File: src/hdl/diag_params.svh
// Constants of the diagnostic comparison sequencer: register offsets, field positions,
// reset values and fixed figures. Assumes inclusion by bare name from hdl/.
`ifndef DIAG_PARAMS_SVH
`define DIAG_PARAMS_SVH

// ====================================================================
// Register offsets (8-bit registers, byte addressed)
`define OFS_CTRL          8'h00
`define OFS_STATUS        8'h01
`define OFS_TEST_FET_LO   8'h02
`define OFS_TEST_FET_HI   8'h03
`define OFS_FET_RES_LO    8'h04
`define OFS_FET_RES_HI    8'h05
`define OFS_VCOW_RES_LO   8'h06
`define OFS_VCOW_RES_HI   8'h07
`define OFS_CBOW_RES_LO   8'h08
`define OFS_CBOW_RES_HI   8'h09
`define OFS_OPEN_THR      8'h0a
`define OFS_BAL_CFG       8'h0b
`define OFS_BAL_EN_LO     8'h0c
`define OFS_BAL_EN_HI     8'h0d
`define OFS_ADC_CFG       8'h0e
`define OFS_AUX_SEL       8'h0f
`define OFS_CELL_CNT      8'h10
`define OFS_BB_POS_HI     8'h11
`define OFS_BB_POS_LO     8'h12
`define OFS_AUX_RES_HI    8'h13
`define OFS_AUX_RES_LO    8'h14
`define OFS_RPT_AUX_HI    8'h15
`define OFS_RPT_AUX_LO    8'h16
`define OFS_RPT_MAIN_HI   8'h17
`define OFS_RPT_MAIN_LO   8'h18

// ====================================================================
// Field positions
`define CTRL_SEL_LSB      0
`define CTRL_GO_BIT       3
`define CTRL_APPLY_BIT    4
`define CTRL_SNK_LSB      5
`define ST_FET_DONE       0
`define ST_AUX_DONE       1
`define ST_VCOW_DONE      2
`define ST_CBOW_DONE      3
`define ST_ABORTED        4
`define ST_BUSY           5
`define BAL_PAUSE_BIT     0
`define BAL_ENABLE_BIT    1
`define ADC_MAIN_ON       0
`define ADC_MAIN_CONT     1
`define ADC_AUX_ON        2
`define ADC_AUX_CONT      3

// ====================================================================
// Reset and forced values, fixed figures
`define AUX_RES_DEFAULT   16'h8000
`define RES_ABORT_VALUE   8'hff
`define CELL_CNT_DEFAULT  5'h10
`define AUX_SEL_LAST      5'h10
`define FET_MAX_ON        8
`define FET_MAX_RUN       2
`define BB_MAX_ON         2
`define BB_MAX_RUN        1

`endif

File: src/hdl/diag_pkg.sv
// Types shared by the diagnostic comparison sequencer.
// Assumes nothing beyond a SystemVerilog compiler.
`default_nettype none
package diag_pkg;

  // Comparison kinds as written into the select field
  typedef enum logic [2:0] {
    SEL_NONE = 3'h0,
    SEL_VCOW = 3'h2,
    SEL_CBOW = 3'h3,
    SEL_FET  = 3'h4
  } comp_sel_t;

  typedef enum logic [3:0] {
    ST_IDLE = 4'h1,
    ST_SCAN = 4'h2,
    ST_REQ  = 4'h4,
    ST_DONE = 4'h8
  } seq_state_t;

  typedef logic [15:0] chan_mask_t;

endpackage

`default_nettype wire

File: src/hdl/pattern_check.sv
// Counts set bits of a channel pattern and finds its longest run of neighbours.
// Purely combinational; the caller registers what it needs.
`timescale 1ns/1ps
`default_nettype none

module pattern_check #(
  parameter int W       = 16,
  parameter int MAX_ON  = 8,
  parameter int MAX_RUN = 2
) (
  input  wire logic [W-1:0] bits,
  output logic              too_many,
  output logic              run_too_long
);

  int cnt;
  int run;
  int best;

  always_comb begin
    cnt  = 0;
    run  = 0;
    best = 0;
    for (int i = 0; i < W; i++) begin
      if (bits[i]) begin
        cnt = cnt + 1;
        run = run + 1;
      end else begin
        run = 0;
      end
      if (run > best) begin
        best = run;
      end
    end
    too_many     = (cnt > MAX_ON);
    run_too_long = (best > MAX_RUN);
  end

endmodule // pattern_check

`default_nettype wire

File: src/hdl/diag_compare.sv
// What this block does
// - Select code 0b100 plus go starts FET check
// - Enabled FETs: aux reading below half cell
// - FET check end sets fet_check_done
// - Unpausing restores balancing FETs, drops test FETs
// - Abort sets flags, forces FET results 0xff
// - Abort with locked channel resets aux result
// - Refuse invalid or out-of-range aux channel
// - Refuse invalid bus-bar positions
// - Refuse ADCs off/not continuous, unpaused balancing
// - Refuse over eight or three-in-row FETs
// - Sinks on all pins, sources on bottom pins
// - Sense check uses main, balance uses aux
// - Locked balance check reports aux value
// - Codes 0b010 and 0b011 start open-wire checks
// - Every active channel compared with threshold; locked balance check compares only the locked one
// - Open-wire end sets its done flag, results
//
// Diagnostic comparison sequencer with its register file, reached over a plain
// address/strobe port. ADC readings come from logic on the same clock.
//
// Strobed register access and the register addresses were left to the implementer.
`timescale 1ns/1ps
`default_nettype none
`include "diag_params.svh"

module diag_compare (
  input  wire logic        clk,
  input  wire logic        rstn,
  input  wire logic        ce,
  input  wire logic [7:0]  addr,
  input  wire logic [7:0]  wdata,
  input  wire logic        wr,
  input  wire logic        rd,
  output logic      [7:0]  rdata_r,
  output logic             sample_req_r,
  output logic      [3:0]  sample_ch_r,
  input  wire logic        sample_valid,
  input  wire logic [15:0] main_cell_reading,
  input  wire logic [15:0] aux_cell_reading,
  output logic      [15:0] fet_drive_r,
  output logic      [15:0] sense_sink_en_r,
  output logic             sense_source_en_r,
  output logic      [15:0] balance_sink_en_r,
  output logic             balance_source_en_r
);

  // ==================================================================
  // Register file storage
  logic [2:0]  sel_r;
  logic [1:0]  snk_r;
  logic [15:0] test_fet_r;
  logic [15:0] bal_mask_r;
  logic        pause_r;
  logic        bal_en_r;
  logic [3:0]  adc_cfg_r;
  logic [4:0]  aux_sel_r;
  logic [4:0]  cell_cnt_r;
  logic [15:0] bb_pos_r;
  logic [7:0]  thr_r;
  logic        fet_done_r;
  logic        aux_done_r;
  logic        vcow_done_r;
  logic        cbow_done_r;
  logic        abort_r;
  logic [15:0] fet_res_r;
  logic [15:0] vcow_res_r;
  logic [15:0] cbow_res_r;
  logic [15:0] aux_res_r;
  logic [15:0] diag_aux_r;

  // ==================================================================
  // Sequencer storage
  diag_pkg::seq_state_t state_r;
  diag_pkg::seq_state_t state_nxt;
  diag_pkg::comp_sel_t  mode_r;
  logic [4:0]  ch_r;

  // ==================================================================
  // Write decode
  wire wr_ctrl   = wr && (addr == `OFS_CTRL);
  wire wr_status = wr && (addr == `OFS_STATUS);
  wire wr_bal    = wr && (addr == `OFS_BAL_CFG);
  wire go_w      = wr_ctrl && wdata[`CTRL_GO_BIT];
  wire apply_w   = wr_ctrl && wdata[`CTRL_APPLY_BIT];
  wire resume_w  = wr_bal && !wdata[`BAL_PAUSE_BIT] && pause_r;
  wire idle      = (state_r == diag_pkg::ST_IDLE);
  wire [2:0] go_sel = wdata[`CTRL_SEL_LSB +: 3];

  wire start_fet  = go_w && idle && (go_sel == diag_pkg::SEL_FET);
  wire start_vcow = go_w && idle && (go_sel == diag_pkg::SEL_VCOW);
  wire start_cbow = go_w && idle && (go_sel == diag_pkg::SEL_CBOW);

  // ==================================================================
  // Launch checks for the FET comparison
  wire        aux_all    = (aux_sel_r == 5'h00);
  wire        aux_locked = (aux_sel_r != 5'h00) && (aux_sel_r <= `AUX_SEL_LAST);
  wire [3:0]  lock_ch    = 4'(aux_sel_r - 5'h01);
  wire        sel_bad    = (aux_sel_r > `AUX_SEL_LAST);
  wire        sel_high   = aux_locked && (aux_sel_r > cell_cnt_r);
  wire        fet_many;
  wire        fet_run;
  wire        bb_many;
  wire        bb_adj;

  pattern_check #(.W(16), .MAX_ON(`FET_MAX_ON), .MAX_RUN(`FET_MAX_RUN)) u_fet_pat (
    .bits         (test_fet_r),
    .too_many     (fet_many),
    .run_too_long (fet_run)
  );

  pattern_check #(.W(16), .MAX_ON(`BB_MAX_ON), .MAX_RUN(`BB_MAX_RUN)) u_bb_pat (
    .bits         (bb_pos_r),
    .too_many     (bb_many),
    .run_too_long (bb_adj)
  );

  // Bottom cell may not carry a bus bar, nor may the locked aux channel
  wire bb_bad   = bb_many || bb_adj || bb_pos_r[0] ||
                  (aux_locked && bb_pos_r[lock_ch]);
  wire adc_bad  = !(adc_cfg_r[`ADC_MAIN_ON] && adc_cfg_r[`ADC_MAIN_CONT] &&
                    adc_cfg_r[`ADC_AUX_ON] && adc_cfg_r[`ADC_AUX_CONT]);
  wire bal_bad  = bal_en_r && !pause_r;
  wire fet_bad  = fet_many || fet_run;
  wire abort_w  = start_fet &&
                  (sel_bad || sel_high || bb_bad || adc_bad || bal_bad || fet_bad);
  wire run_fet  = start_fet && !abort_w;
  wire launch   = run_fet || start_vcow || start_cbow;

  // ==================================================================
  // Channel selection and comparison
  wire [3:0] ch4     = ch_r[3:0];
  wire       ch_end  = (ch_r >= cell_cnt_r) || ch_r[4];
  wire       aux_hit = aux_all || (aux_locked && (lock_ch == ch4));
  wire       incl    = (mode_r == diag_pkg::SEL_FET)  ? (test_fet_r[ch4] && aux_hit) :
                       (mode_r == diag_pkg::SEL_CBOW) ? aux_hit : 1'b1;
  wire [15:0] thr16    = {thr_r, 8'h00};
  wire        fet_fail = !(aux_cell_reading < {1'b0, main_cell_reading[15:1]});
  wire        vc_fail  = (main_cell_reading < thr16);
  wire        cb_fail  = (aux_cell_reading < thr16);
  wire        take     = (state_r == diag_pkg::ST_REQ) && sample_valid;
  wire        done_w   = (state_r == diag_pkg::ST_DONE);
  wire        report   = take && aux_locked && (mode_r != diag_pkg::SEL_VCOW);
  wire [15:0] ch_bit   = 16'h0001 << ch4;

  always_comb begin
    state_nxt = state_r;
    unique case (state_r)
      diag_pkg::ST_IDLE: begin
        if (launch) begin
          state_nxt = diag_pkg::ST_SCAN;
        end
      end
      diag_pkg::ST_SCAN: begin
        if (ch_end) begin
          state_nxt = diag_pkg::ST_DONE;
        end else if (incl) begin
          state_nxt = diag_pkg::ST_REQ;
        end
      end
      diag_pkg::ST_REQ: begin
        if (sample_valid) begin
          state_nxt = diag_pkg::ST_SCAN;
        end
      end
      diag_pkg::ST_DONE: begin
        state_nxt = diag_pkg::ST_IDLE;
      end
      default: begin
        state_nxt = diag_pkg::ST_IDLE;
      end
    endcase
  end

  // ==================================================================
  // Sequencer
  always_ff @(posedge clk) begin
    if (!rstn) begin
      state_r      <= diag_pkg::ST_IDLE;
      mode_r       <= diag_pkg::SEL_NONE;
      ch_r         <= 5'h00;
      sample_req_r <= 1'b0;
      sample_ch_r  <= 4'h0;
    end else if (ce) begin
      state_r      <= state_nxt;
      sample_req_r <= (state_nxt == diag_pkg::ST_REQ);
      sample_ch_r  <= ch4;
      if (launch) begin
        mode_r <= diag_pkg::comp_sel_t'(go_sel);
        ch_r   <= 5'h00;
      end else if (take || ((state_r == diag_pkg::ST_SCAN) && !ch_end && !incl)) begin
        ch_r <= ch_r + 5'h01;
      end
    end
  end

  // ==================================================================
  // Results; aborts force all-fail so a stale pass cannot be read
  always_ff @(posedge clk) begin
    if (!rstn) begin
      fet_res_r  <= 16'h0000;
      vcow_res_r <= 16'h0000;
      cbow_res_r <= 16'h0000;
      aux_res_r  <= `AUX_RES_DEFAULT;
      diag_aux_r <= 16'h0000;
    end else if (ce) begin
      if (abort_w) begin
        fet_res_r <= {`RES_ABORT_VALUE, `RES_ABORT_VALUE};
      end else if (run_fet) begin
        fet_res_r <= 16'h0000;
      end else if (take && (mode_r == diag_pkg::SEL_FET) && fet_fail) begin
        fet_res_r <= fet_res_r | ch_bit;
      end
      if (start_vcow) begin
        vcow_res_r <= 16'h0000;
      end else if (take && (mode_r == diag_pkg::SEL_VCOW) && vc_fail) begin
        vcow_res_r <= vcow_res_r | ch_bit;
      end
      if (start_cbow) begin
        cbow_res_r <= 16'h0000;
      end else if (take && (mode_r == diag_pkg::SEL_CBOW) && cb_fail) begin
        cbow_res_r <= cbow_res_r | ch_bit;
      end
      if (abort_w && aux_locked) begin
        aux_res_r <= `AUX_RES_DEFAULT;
      end else if (report) begin
        aux_res_r <= aux_cell_reading;
      end
      if (report) begin
        diag_aux_r <= aux_cell_reading;
      end
    end
  end

  // ==================================================================
  // Status flags: hardware set wins over a write-one clear
  wire [7:0] clr = wr_status ? wdata : 8'h00;

  always_ff @(posedge clk) begin
    if (!rstn) begin
      fet_done_r  <= 1'b0;
      aux_done_r  <= 1'b0;
      vcow_done_r <= 1'b0;
      cbow_done_r <= 1'b0;
      abort_r     <= 1'b0;
    end else if (ce) begin
      fet_done_r  <= abort_w || (done_w && (mode_r == diag_pkg::SEL_FET)) ||
                     (fet_done_r && !clr[`ST_FET_DONE]);
      aux_done_r  <= abort_w || (aux_done_r && !clr[`ST_AUX_DONE]);
      vcow_done_r <= (done_w && (mode_r == diag_pkg::SEL_VCOW)) ||
                     (vcow_done_r && !clr[`ST_VCOW_DONE]);
      cbow_done_r <= (done_w && (mode_r == diag_pkg::SEL_CBOW)) ||
                     (cbow_done_r && !clr[`ST_CBOW_DONE]);
      abort_r     <= abort_w || (abort_r && !clr[`ST_ABORTED]);
    end
  end

  // ==================================================================
  // Configuration registers
  always_ff @(posedge clk) begin
    if (!rstn) begin
      sel_r      <= 3'h0;
      snk_r      <= 2'h0;
      test_fet_r <= 16'h0000;
      bal_mask_r <= 16'h0000;
      pause_r    <= 1'b0;
      bal_en_r   <= 1'b0;
      adc_cfg_r  <= 4'h0;
      aux_sel_r  <= 5'h00;
      cell_cnt_r <= `CELL_CNT_DEFAULT;
      bb_pos_r   <= 16'h0000;
      thr_r      <= 8'h00;
    end else if (ce && wr) begin
      unique case (addr)
        `OFS_CTRL: begin
          sel_r <= wdata[`CTRL_SEL_LSB +: 3];
          snk_r <= wdata[`CTRL_SNK_LSB +: 2];
        end
        `OFS_TEST_FET_LO: test_fet_r[7:0]  <= wdata;
        `OFS_TEST_FET_HI: test_fet_r[15:8] <= wdata;
        `OFS_BAL_EN_LO:   bal_mask_r[7:0]  <= wdata;
        `OFS_BAL_EN_HI:   bal_mask_r[15:8] <= wdata;
        `OFS_BAL_CFG: begin
          pause_r  <= wdata[`BAL_PAUSE_BIT];
          bal_en_r <= wdata[`BAL_ENABLE_BIT];
        end
        `OFS_ADC_CFG:  adc_cfg_r  <= wdata[3:0];
        `OFS_AUX_SEL:  aux_sel_r  <= wdata[4:0];
        `OFS_CELL_CNT: cell_cnt_r <= wdata[4:0];
        `OFS_BB_POS_LO: bb_pos_r[7:0]  <= wdata;
        `OFS_BB_POS_HI: bb_pos_r[15:8] <= wdata;
        `OFS_OPEN_THR: thr_r <= wdata;
        default: begin
        end
      endcase
    end
  end

  // ==================================================================
  // Balancing FET drive and open-wire current control
  wire bal_run = bal_en_r && !pause_r;

  always_ff @(posedge clk) begin
    if (!rstn) begin
      fet_drive_r         <= 16'h0000;
      sense_sink_en_r     <= 16'h0000;
      sense_source_en_r   <= 1'b0;
      balance_sink_en_r   <= 16'h0000;
      balance_source_en_r <= 1'b0;
    end else if (ce) begin
      if (apply_w) begin
        fet_drive_r <= test_fet_r;
      end else if (resume_w) begin
        fet_drive_r <= wdata[`BAL_ENABLE_BIT] ? bal_mask_r : 16'h0000;
      end else if (bal_run) begin
        fet_drive_r <= bal_mask_r;
      end
      // Code 01 drives the sense pins, 10 the balance pins, others nothing
      sense_sink_en_r     <= {16{snk_r == 2'h1}};
      sense_source_en_r   <= (snk_r == 2'h1);
      balance_sink_en_r   <= {16{snk_r == 2'h2}};
      balance_source_en_r <= (snk_r == 2'h2);
    end
  end

  // ==================================================================
  // Read path; unmapped offsets read zero
  wire [7:0] status_v = {2'b00, !idle, abort_r, cbow_done_r, vcow_done_r,
                         aux_done_r, fet_done_r};
  logic [7:0] rd_mux;

  always_comb begin
    unique case (addr)
      `OFS_CTRL:        rd_mux = {1'b0, snk_r, 2'b00, sel_r};
      `OFS_STATUS:      rd_mux = status_v;
      `OFS_TEST_FET_LO: rd_mux = test_fet_r[7:0];
      `OFS_TEST_FET_HI: rd_mux = test_fet_r[15:8];
      `OFS_FET_RES_LO:  rd_mux = fet_res_r[7:0];
      `OFS_FET_RES_HI:  rd_mux = fet_res_r[15:8];
      `OFS_VCOW_RES_LO: rd_mux = vcow_res_r[7:0];
      `OFS_VCOW_RES_HI: rd_mux = vcow_res_r[15:8];
      `OFS_CBOW_RES_LO: rd_mux = cbow_res_r[7:0];
      `OFS_CBOW_RES_HI: rd_mux = cbow_res_r[15:8];
      `OFS_OPEN_THR:    rd_mux = thr_r;
      `OFS_BAL_CFG:     rd_mux = {6'h00, bal_en_r, pause_r};
      `OFS_BAL_EN_LO:   rd_mux = bal_mask_r[7:0];
      `OFS_BAL_EN_HI:   rd_mux = bal_mask_r[15:8];
      `OFS_ADC_CFG:     rd_mux = {4'h0, adc_cfg_r};
      `OFS_AUX_SEL:     rd_mux = {3'h0, aux_sel_r};
      `OFS_CELL_CNT:    rd_mux = {3'h0, cell_cnt_r};
      `OFS_BB_POS_HI:   rd_mux = bb_pos_r[15:8];
      `OFS_BB_POS_LO:   rd_mux = bb_pos_r[7:0];
      `OFS_AUX_RES_HI:  rd_mux = aux_res_r[15:8];
      `OFS_AUX_RES_LO:  rd_mux = aux_res_r[7:0];
      `OFS_RPT_AUX_HI:  rd_mux = diag_aux_r[15:8];
      `OFS_RPT_AUX_LO:  rd_mux = diag_aux_r[7:0];
      // Main ADC has no single-channel lock, so nothing is reported here
      default:          rd_mux = 8'h00;
    endcase
  end

  always_ff @(posedge clk) begin
    if (!rstn) begin
      rdata_r <= 8'h00;
    end else if (ce) begin
      rdata_r <= rd ? rd_mux : 8'h00;
    end
  end

endmodule // diag_compare

`default_nettype wire

File: config.mk
export PLATFORM = sky130hd
export DESIGN_NAME = diag_compare
export DESIGN_NICKNAME = d
export VERILOG_FILES = /design/src/hdl/diag_pkg.sv /design/src/hdl/pattern_check.sv /design/src/hdl/diag_compare.sv
export VERILOG_INCLUDE_DIRS = /design/src /design/src/hdl
export SDC_FILE = /design/constraint.sdc
export NUM_CORES = 1
export LEC_CHECK = 0
export CAP_MARGIN = 10
export CELL_PAD_IN_SITES_DETAIL_PLACEMENT = 0
export CELL_PAD_IN_SITES_GLOBAL_PLACEMENT = 1
export CORE_UTILIZATION = 26
export DETAILED_ROUTE_END_ITERATION = 8
export DONT_BUFFER_PORTS = 1
export PLACE_DENSITY_LB_ADDON = 0.1
export SLEW_MARGIN = 20
export SYNTH_ARGS = -nofsm -noshare
export SYNTH_HDL_FRONTEND = slang
export SYNTH_HIERARCHICAL = 1
export SYNTH_SLANG_ARGS = --single-unit
File: constraint.sdc
create_clock -name clk -period 34.2 [get_ports clk]
set_input_delay 6.84 -clock clk [delete_from_list [all_inputs] [get_ports clk]]
set_output_delay 6.84 -clock clk [all_outputs]
set_load 0.02 [all_outputs]
==> flow_summary.json, run 1 <==
{
  "grt_max_degree": 62,
  "synth.top_cell.area_share": 0.1730,
  "fin_util": 0.2931,
  "outcome": "finished clean",
  "postCtsSetupRepairBufs": 0,
  "cts_tree": "yes",
  "final.setup_skew_ns": 0.04947,
  "p_total_mw": 0.6534,
  "yosysWarnings": 6,
  "grt_overflow_total": 0,
  "min_period_ns": 30.14,
  "p_int_mw": 0.4628,
  "reg2reg_slack_ns": 4.06,
  "dieArea_um2": 92480,
  "synth_most_common_cell": "nand2_1",
  "synth_flop_cell": "dfxtp_1",
  "drc": 0,
  "async_flop_share": 0,
  "yosysUniqueCellTypes": 119,
  "cpPeakStageDelay_ns": 0.64,
  "vdd_drop_max_uv": 32.43,
  "hold_end": "aux_res_r[4]$_SDFFE_PN0P_",
  "rr_worst_depth": 134,
  "start_kind": "flip-flop",
  "ys_ff_latch": 205,
  "ctsHoldBuffers": 0,
  "clk_pin_slew_worst_paths_ns": 0.06,
  "fillCellCount": 9872,
  "timing.rr.end": "ch_r[3]$_SDFFE_PN0P_",
  "via_per_inst": 5.202,
  "io_pins": 117,
  "routed_wl_um": 86050,
  "routedWlPerCell_um": 19.42,
  "p_seq_frac": 0.366,
  "first_pass_iters": 5,
  "vias": 23050,
  "path_max_fanout": 12,
  "drive_gt1_frac": 0.05872,
  "antenna_found_initial": 6,
  "grt_pass1_vias": 22580,
  "die_x_um": 304.1,
  "placed_cell_area_um2": 25530,
  "die_h_um": 304.1,
  "seq_area_um2": 4111,
  "cts-buffers-inserted": 26,
  "ctsLongestPathBuffers": 3,
  "yosysTopAreaCell": "dfxtp_1",
  "path_class": "flip-flop to flip-flop",
  "cts_resized": 0,
  "postRouteAntennaNets": 0,
  "yosysSeqAreaShare": 0.1730,
  "synth_common_cells": "nand2_1 (356), nor2_1 (299), ha_1 (291), a21oi_1 (223), dfxtp_1 (205)",
  "syn_to_final_growth_pct": 11.35,
  "worstReg2RegStart": "test_fet_r[0]$_SDFFE_PN0P_",
  "synth_edf_count": 0,
  "worst_pin_slew_ns": 1.240,
  "p_sw_frac": 0.2917,
  "min_path_type": "flip-flop to flip-flop",
  "drt_iter0_drc": 1320,
  "critPathRequiredTime_ns": 34.67,
  "final_area_um2": 26420,
  "combinationalPowerShare": 0.191,
  "max_clock_freq_ghz": 0.03317,
  "insertion_delay_ns": 0.58,
  "core-area_um2": 90150,
  "p_switching_mw": 0.1906,
  "whs_path_depth": 2,
  "multi_input_area_um2": 19080,
  "dpl.hpwl_um": 67640,
  "p_leak_nw": 11.04,
  "start_util": 0.2632,
  "final-hold-violation-count": 0,
  "numPortBuffers": 0,
  "cap_violations": 0,
  "setup_tns_ns": 0,
  "fin_crit_sh": 0.8814,
  "grt_pass1_wl_um": 132500,
  "layout.nets": 3579,
  "avgSynthCellArea_um2": 7.615,
  "place_congestion": 0.8789,
  "rsz0062_at_grt": "no",
  "slew_headroom": 0.1619,
  "power_density_nw_per_um2": 24.73,
  "synth_area_um2": 23730,
  "h-tree-depth": 1,
  "endpoint_kind": "flip-flop",
  "setup_viol": 0,
  "min-delay-start": "aux_res_r[4]$_SDFFE_PN0P_",
  "maxSlewViolCount": 0,
  "row_count": 110,
  "synthCells": 3116,
  "grtUsageTotal": 0.1807,
  "arrival_ns": 30.61,
  "cp_slowest_cell": "dfxtp_1",
  "pwr-share-clk": 0.443,
  "crit_top_cell": "ha_1",
  "holdWs_ns": 0.4545,
  "cts_root_buf": "clkbuf_16",
  "ys_top_cells_by_area": "dfxtp_1 (17%), ha_1 (15%), nand2_1 (5.6%), mux2i_1 (5.1%), nor2_1 (4.7%)",
  "cts_sinks": 205
}
worst max path at each step:
stage | start | end | slack (ns) | depth (start not counted)
after global routing | test_fet_r[0]$_SDFFE_PN0P_ | ch_r[3]$_SDFFE_PN0P_ | 1.64 | 135
after CTS | test_fet_r[0]$_SDFFE_PN0P_ | ch_r[3]$_SDFFE_PN0P_ | 3.89 | 134
after global placement | test_fet_r[0]$_SDFFE_PN0P_ | ch_r[3]$_SDFFE_PN0P_ | 4.23 | 134
after detailed placement | test_fet_r[0]$_SDFFE_PN0P_ | ch_r[3]$_SDFFE_PN0P_ | 3.98 | 134
after floorplan | test_fet_r[0]$_SDFFE_PN0P_ | ch_r[3]$_SDFFE_PN0P_ | 8.92 | 136
final | test_fet_r[0]$_SDFFE_PN0P_ | ch_r[3]$_SDFFE_PN0P_ | 4.06 | 134
registers in the layout (all words and copies together) (netlist names), 5 cells and up:
| name | flops |
|---|---|
| vcow_res_r | 16 |
| test_fet_r | 16 |
| cell_cnt_r | 5 |
| aux_sel_r | 5 |
| bal_mask_r | 16 |
| rdata_r | 8 |
| cbow_res_r | 16 |
| fet_res_r | 16 |
| aux_res_r | 16 |
| bb_pos_r | 16 |
| diag_aux_r | 16 |
| ch_r | 5 |
| thr_r | 8 |
| fet_drive_r | 16 |
area by class of cell:
class                   instances  area share
clock inverters                13    0.006109
diodes                          1  0.00009471
inverters                     158     0.02254
clock buffers                  34     0.02770
flip-flops and latches        205      0.1556
well taps                    1176     0.05569
repair buffers                 35    0.009945
multi-input cells            2808      0.7223
metal layers:
metal  share of wire  track usage  vias up
li1                -            -    11420
met3           0.056      0.02960       83
met1            0.45       0.2338    11050
met5         0.00063            0        -
met2            0.47       0.3142      496
met4           0.017      0.03530        2
stage by stage:
step | instances | worst slack, ns
finish | 4430 | 4.056
global placement | 4382 | 4.230
global route | 4429 | 1.636
CTS | 4429 | 3.888
detailed placement | 4382 | 3.981
floorplan | 3342 | 8.916
cell usage in the layout, fill, tap and decap left out, types with 30 or more instances in the layout:
cell	netlist	routed
xnor2_1	76	76
nand2_1	356	356
xor2_1	44	44
inv_1	155	154
a21o_1	72	72
a31oi_1	33	32
ha_1	291	291
nor2_1	299	299
a211oi_1	34	34
nor2b_1	43	43
a22oi_1	31	31
and3_1	45	45
and2_1	35	35
o31a_1	30	30
nand3_1	89	89
nand4_1	49	49
a21oi_1	223	220
mux2i_1	121	121
conb_1	4	230
buf_4	38	35
o21ai_0	151	151
nor3_1	50	50
nand2b_1	31	31
dfxtp_1	205	203
worst max-delay path, delay by kind of cell (launching register included):
kind / cells / cell delay, ns
fa+ha+maj: 16 / 4.55
compound gates: 71 / 15.93
mux: 9 / 3.11
simple gates: 33 / 5.25
flops: 1 / 0.64
buf+inv: 5 / 0.48
power by group through the flow:
stage / Combinational [mW] / Clock (mW) / Sequential [mW]
global placement: 0.118 / 0 / 0.245
CTS: 0.119 / 0.294 / 0.239
floorplan: 0.102 / 0 / 0.245
finish: 0.125 / 0.289 / 0.239
detailed placement: 0.119 / 0 / 0.245
global route: 0.142 / 0.304 / 0.239
kinds of logic (layout without fill, tap and decap cells):
kind of cell             after synthesis  count (layout)  share of synthesized area
XOR/XNOR                             126             126                    0.05014
AO/OA/AOI/OAI                        863             863                     0.2500
other                                  4             231                  0.0006326
buffers and inverters                329             240                    0.06016
flip-flops                           205             205                     0.1730
AND/OR/NAND/NOR                     1120            1120                     0.2275
adder cells (fa/ha/maj)              301             301                     0.1578
multiplexers                         168             168                    0.08083
Note: power is estimated with default switching activity, not from simulation.
==> run 2: changes to the inputs <==
--- a/config.mk
+++ b/config.mk
@@ -6,6 +6,7 @@
 export SDC_FILE = /design/constraint.sdc
 export NUM_CORES = 1
 export LEC_CHECK = 0
+export ABC_AREA = 1
 export CAP_MARGIN = 10
 export CELL_PAD_IN_SITES_DETAIL_PLACEMENT = 0
 export CELL_PAD_IN_SITES_GLOBAL_PLACEMENT = 1
==> run 2 against run 1 <==
Final cell count rose by 14%; utilization increased by 0.19 points; combinational power up 4%; synthesized cell count is 20% higher; worst setup slack better by 10 ns; register-to-register slack improved by 10 ns; sequential share of layout area up 0.70 points; clock power decreased by 6%; sequential power is 2% higher; first-iteration DRC count decreased by 4.8%; critical path type unchanged; critical endpoint is now fet_res_r[1]$_SDFFE_PN0P_.
==> flow_summary.json, run 2 <==
{
  "cap_violations": 0,
  "cp.depth": 146,
  "die_h_um": 297.2,
  "layout.nets": 4242,
  "min_period_ns": 20.12,
  "yosysWarnings": 6,
  "cts-buffers-inserted": 25,
  "postCtsSetupRepairBufs": 0,
  "core-area_um2": 85680,
  "reg2reg_slack_ns": 14.08,
  "numPortBuffers": 0,
  "routedWlPerCell_um": 15.69,
  "drive_gt1_frac": 0.04548,
  "synth_edf_count": 0,
  "holdWs_ns": 0.4607,
  "crit_top_cell": "nand2_1",
  "grt_max_degree": 77,
  "vdd_drop_max_uv": 30.32,
  "endpoint": "fet_res_r[1]$_SDFFE_PN0P_",
  "final_area_um2": 25280,
  "p_leak_nw": 11.76,
  "setup_viol": 0,
  "synthCells": 3741,
  "synth_common_cells": "nand2_1 (931), inv_1 (523), a21oi_1 (326), nand3_1 (296), nor2_1 (295)",
  "cts_root_buf": "clkbuf_16",
  "startpoint": "test_fet_r[0]$_SDFFE_PN0P_",
  "final.setup_skew_ns": 0.02231,
  "max_clock_freq_ghz": 0.04971,
  "cts_resized": 0,
  "worst_pin_slew_ns": 0.9972,
  "cts_tree": "yes",
  "ctsHoldBuffers": 0,
  "async_flop_share": 0,
  "final-hold-violation-count": 0,
  "start_kind": "flip-flop",
  "synth.top_cell.area_share": 0.1811,
  "cp_slowest_cell": "o41ai_2",
  "clk_pin_slew_worst_paths_ns": 0.06,
  "p_total_mw": 0.6457,
  "drt_iter0_drc": 1257,
  "setup_tns_ns": 0,
  "row_count": 107,
  "io_pins": 117,
  "outcome": "finished clean",
  "routed_wl_um": 79360,
  "yosysUniqueCellTypes": 64,
  "arrival_ns": 20.51,
  "grt_pass1_wl_um": 125400,
  "worstReg2RegStart": "test_fet_r[0]$_SDFFE_PN0P_",
  "path_max_fanout": 16,
  "fin_crit_sh": 0.5882,
  "grt_pass1_vias": 22120,
  "antenna_found_initial": 5,
  "min_path_type": "flip-flop to flip-flop",
  "via_per_inst": 4.571,
  "power_density_nw_per_um2": 25.55,
  "rsz0062_at_grt": "no",
  "synth_area_um2": 22660,
  "first_pass_iters": 5,
  "cp_num_buf_inv": 20,
  "grt_overflow_total": 0,
  "path_class": "flip-flop to flip-flop",
  "h-tree-depth": 1,
  "fillCellCount": 10000,
  "slew_headroom": 0.3345,
  "synth_flop_cell": "dfxtp_1",
  "dpl.hpwl_um": 63380,
  "grtUsageTotal": 0.1758,
  "placed_cell_area_um2": 24460,
  "synth_most_common_cell": "nand2_1",
  "diodes": 0,
  "maxSlewViolCount": 0,
  "syn_to_final_growth_pct": 11.54,
  "timing.rr.end": "fet_res_r[1]$_SDFFE_PN0P_",
  "critPathRequiredTime_ns": 34.60,
  "rr_worst_depth": 146,
  "cp_top_family": "simple AND/OR/NAND/NOR gates",
  "yosysSeqAreaShare": 0.1811,
  "endpoint_kind": "flip-flop",
  "yosysTopAreaCell": "dfxtp_1",
  "fin_util": 0.2950,
  "place_congestion": 0.8144,
  "drc": 0,
  "ys_ff_latch": 205,
  "postRouteAntennaNets": 0,
  "final_common_cell": "nand2_1",
  "insertion_delay_ns": 0.56,
  "cpPeakStageDelay_ns": 0.76,
  "start_util": 0.2645,
  "avgSynthCellArea_um2": 6.058,
  "final_cell_mix": "nand2_1 (931), inv_1 (523), a21oi_1 (326), nand3_1 (296), nor2_1 (295)",
  "cts_sinks": 205,
  "ys_top_cells_by_area": "dfxtp_1 (18%), ha_1 (16%), nand2_1 (15%), inv_1 (8.7%), a21oi_1 (7.2%)",
  "ctsLongestPathBuffers": 3,
  "vias": 23120,
  "dieArea_um2": 88350,
  "die_x_um": 297.2
}
[run 2: cell families (layout without fill, tap and decap cells)]
kind of cell / after synthesis / in the layout / share of synthesized area
flops: 205 / 205 / 0.1811
compound gates: 745 / 745 / 0.1820
other cells: 4 / 230 / 0.0006623
xor+xnor: 41 / 41 / 0.01584
fa+ha+maj: 291 / 291 / 0.1607
buf+inv: 684 / 631 / 0.1209
simple gates: 1771 / 1771 / 0.3388
[run 2: worst register-to-register path: cells and delay by family, from the launching register on]
| kind | cells | cell delay (ns) |
|---|---|---|
| AOI/OAI and AO/OA | 29 | 6.22 |
| adders and majority gates | 16 | 4.61 |
| buffers and inverters | 20 | 1.02 |
| DFF | 1 | 0.48 |
| and+or+nand+nor | 81 | 7.66 |
[run 2: report_power, final]
part,internal [mW],switching (mW)
Sequential,0.239,0.00377
Combinational,0.0455,0.0845
Clock,0.156,0.116
Total,0.441,0.205
[run 2: cell type report]
class,instances,area [um2],area share
multi-input cells,3078,16670,0.6595
clock inverters,11,86.33,0.003415
clock buffers,33,726.9,0.02876
well taps,1144,1431,0.05663
repair buffers,12,90.09,0.003564
flip-flops and latches,205,4111,0.1626
inverters,575,2161,0.08548
[run 2: worst min path at each step]
stage                                            from                          end  cells past startpoint
after global routing      diag_aux_r[11]$_SDFFE_PN0P_  diag_aux_r[11]$_SDFFE_PN0P_                      2
after CTS                  vcow_res_r[4]$_SDFFE_PN0P_   vcow_res_r[4]$_SDFFE_PN0P_                      2
after global placement     cbow_res_r[1]$_SDFFE_PN0P_   cbow_res_r[1]$_SDFFE_PN0P_                      2
after detailed placement   vcow_res_r[7]$_SDFFE_PN0P_   vcow_res_r[7]$_SDFFE_PN0P_                      2
final                     diag_aux_r[11]$_SDFFE_PN0P_  diag_aux_r[11]$_SDFFE_PN0P_                      2
after floorplan            cbow_res_r[0]$_SDFFE_PN0P_   cbow_res_r[0]$_SDFFE_PN0P_                      2
[run 2: metal layers]
layer | part of all wire | routed length, um | track usage | vias up
met2 | 0.45 | 35730 | 0.2944 | 304
met3 | 0.046 | 3630 | 0.02425 | 48
met4 | 0.0082 | 652 | 0.01964 | 2
met5 | 0.00014 | 11 | 0 | -
met1 | 0.50 | 39330 | 0.2445 | 10330
li1 | - | - | - | 12440
[run 2: per-stage QoR]
stage               instances  setup WS, ns
floorplan                3967         17.59
global placement         5014         13.73
global route             5058         11.01
finish                   5058         14.08
detailed placement       5014         13.76
CTS                      5058         13.73
==> run 3: changes to the inputs <==
==> constraint.sdc (replaced) <==
create_clock -name clk -period 16.57 [get_ports clk]
set_input_delay 3.314 -clock clk [delete_from_list [all_inputs] [get_ports clk]]
set_output_delay 3.314 -clock clk [all_outputs]
set_load 0.02 [all_outputs]
==> run 3 against run 2 <==
The flow now finishes with violations (negative setup slack); combinational power rose to 3.7 times the previous value; flip-flop and latch count did not move; non-clock buffer count rose by 428; highest routed layer unchanged; critical endpoint is now fet_res_r[5]$_SDFFE_PN0P_; final cell count rose by 8.5%; routed wire length rose by 5.2%; fmax rose by 20%; largest power group unchanged; critical path depth fell by 3.
==> flow_summary.json, run 3 (same netlist as run 2, synthesis figures left out) <==
{
  "final.setup_skew_ns": 0.03244,
  "holdWs_ns": 0.4614,
  "routedWlPerCell_um": 15.20,
  "drt-met1-wl_um": 40370,
  "critPathRequiredTime_ns": 16.97,
  "wl_met2_um": 37820,
  "path_max_fanout": 8,
  "ctsLongestPathBuffers": 3,
  "power_density_nw_per_um2": 53.75,
  "row_count": 107,
  "grtUsageTotal": 0.1851,
  "insertion_delay_ns": 0.57,
  "cap_violations": 0,
  "whs_path_depth": 2,
  "min_period_ns": 16.73,
  "rsz0062_at_grt": "yes",
  "path_class": "flip-flop to flip-flop",
  "h-tree-depth": 1,
  "cp_slowest_cell": "dfxtp_4",
  "min_path_type": "flip-flop to flip-flop",
  "final_cell_mix": "nand2_1 (834), inv_1 (498), buf_4 (421), a21oi_1 (301), nor2_1 (286)",
  "fin_crit_sh": 1.009,
  "violations": "negative setup slack",
  "final_cell_count_no_fill": 5489,
  "diodes": 0,
  "final_common_cell": "nand2_1",
  "post-place-cells": 5309,
  "top_layer": "met5",
  "start_kind": "flip-flop",
  "first_pass_iters": 5,
  "placed_cell_area_um2": 26720,
  "cts_tree": "yes",
  "worst_pin_slew_ns": 1.009,
  "routed_wl_um": 83450,
  "setup_viol": 32,
  "vias": 24940,
  "slew_headroom": 0.3231,
  "grt_max_degree": 83,
  "syn_to_final_growth_pct": 33.86,
  "numPortBuffers": 0,
  "postRouteAntennaNets": 0,
  "outcome": "finished, violations left",
  "cts_sinks": 205,
  "drt_iter0_drc": 1183,
  "grt_pass1_vias": 24000,
  "vdd_drop_max_uv": 67.16,
  "fillCellCount": 9635,
  "cts_root_buf": "clkbuf_16",
  "layout.nets": 4671,
  "clk_pin_slew_worst_paths_ns": 0.06,
  "grt_overflow_total": 0,
  "wl_met3_um": 3796,
  "ctsHoldBuffers": 0,
  "start_util": 0.2645,
  "via_per_inst": 4.543,
  "fin_ws_ns": -0.1563,
  "antenna_found_initial": 2,
  "rr_worst_depth": 143,
  "dieArea_um2": 88350,
  "grt_pass1_wl_um": 132200,
  "die_x_um": 297.2,
  "arrival_ns": 17.12,
  "p_leak_nw": 14.11,
  "drive_gt1_frac": 0.2081,
  "max_clock_freq_ghz": 0.05979,
  "drc": 0,
  "maxSlewViolCount": 0,
  "cpPeakStageDelay_ns": 0.39,
  "crit_top_cell": "buf_4",
  "endpoint_kind": "flip-flop",
  "dpl.hpwl_um": 64860,
  "cts-buffers-inserted": 26,
  "final-hold-violation-count": 0,
  "core-area_um2": 85680,
  "final_area_um2": 30340,
  "die_h_um": 297.2,
  "place_congestion": 0.8264,
  "io_pins": 117
}
[run 3: worst paths after layout]
| kind | slack [ns] | start | endpoint |
|---|---|---|---|
| worst min-delay path | 0.46 | cbow_res_r[10]$_SDFFE_PN0P_ | cbow_res_r[10]$_SDFFE_PN0P_ |
| worst min register to register | 0.46 | cbow_res_r[10]$_SDFFE_PN0P_ | cbow_res_r[10]$_SDFFE_PN0P_ |
| worst max-delay path | -0.16 | test_fet_r[0]$_SDFFE_PN0P_ | fet_res_r[5]$_SDFFE_PN0P_ |
| worst max register to register | -0.16 | test_fet_r[0]$_SDFFE_PN0P_ | fet_res_r[5]$_SDFFE_PN0P_ |
[run 3: layout make-up]
type,instances,area (um2),area share
flip-flops and latches,205,4126,0.1360
repair buffers,440,3425,0.1129
well taps,1144,1431,0.04718
multi-input cells,3078,18210,0.6004
inverters,575,2181,0.07189
clock inverters,5,128.9,0.004248
clock buffers,42,832.0,0.02743
[run 3: what timing repair did]
item	CTS	global route
pin swaps	161	207
resized for setup	256	217
endpoints found under the setup margin	45	45
endpoints found under the hold margin	0	0
buffers inserted	113	28
gates cloned	2	0
[run 3: metrics by stage]
stage	total power, mW	setup slack (ns)	TNS, ns	util
global placement	0.8621	-2.163	-91.01	0.3118
finish	1.631	-0.1563	-3.389	0.3541
floorplan	0.7388	0.1097	0	-
detailed placement	0.8609	-2.080	-86.84	0.3118
CTS	1.595	-0.2940	-8.577	0.3429
global route	1.728	-1.673	-69.44	0.3541
[run 3: worst max-delay path, delay by kind of cell, from the launching register on]
family	cells	cell delay [ns]
AND/OR/NAND/NOR	64	5.55
flip-flops	1	0.39
adder cells (fa/ha/maj)	13	3.25
AO/OA/AOI/OAI	23	2.83
buffers and inverters	43	4.50
[run 3: power by group]
| part | total [mW] | switching (mW) | internal, mW |
|---|---|---|---|
| Clock | 0.649 | 0.246 | 0.403 |
| Sequential | 0.501 | 0.00770 | 0.493 |
| Combinational | 0.481 | 0.241 | 0.240 |
[run 3: metal layers]
metal,track usage,vias to the layer above
li1,-,13330
met1,0.2507,11210
met2,0.3077,332
met3,0.03177,69
met4,0.03400,4
met5,0,-
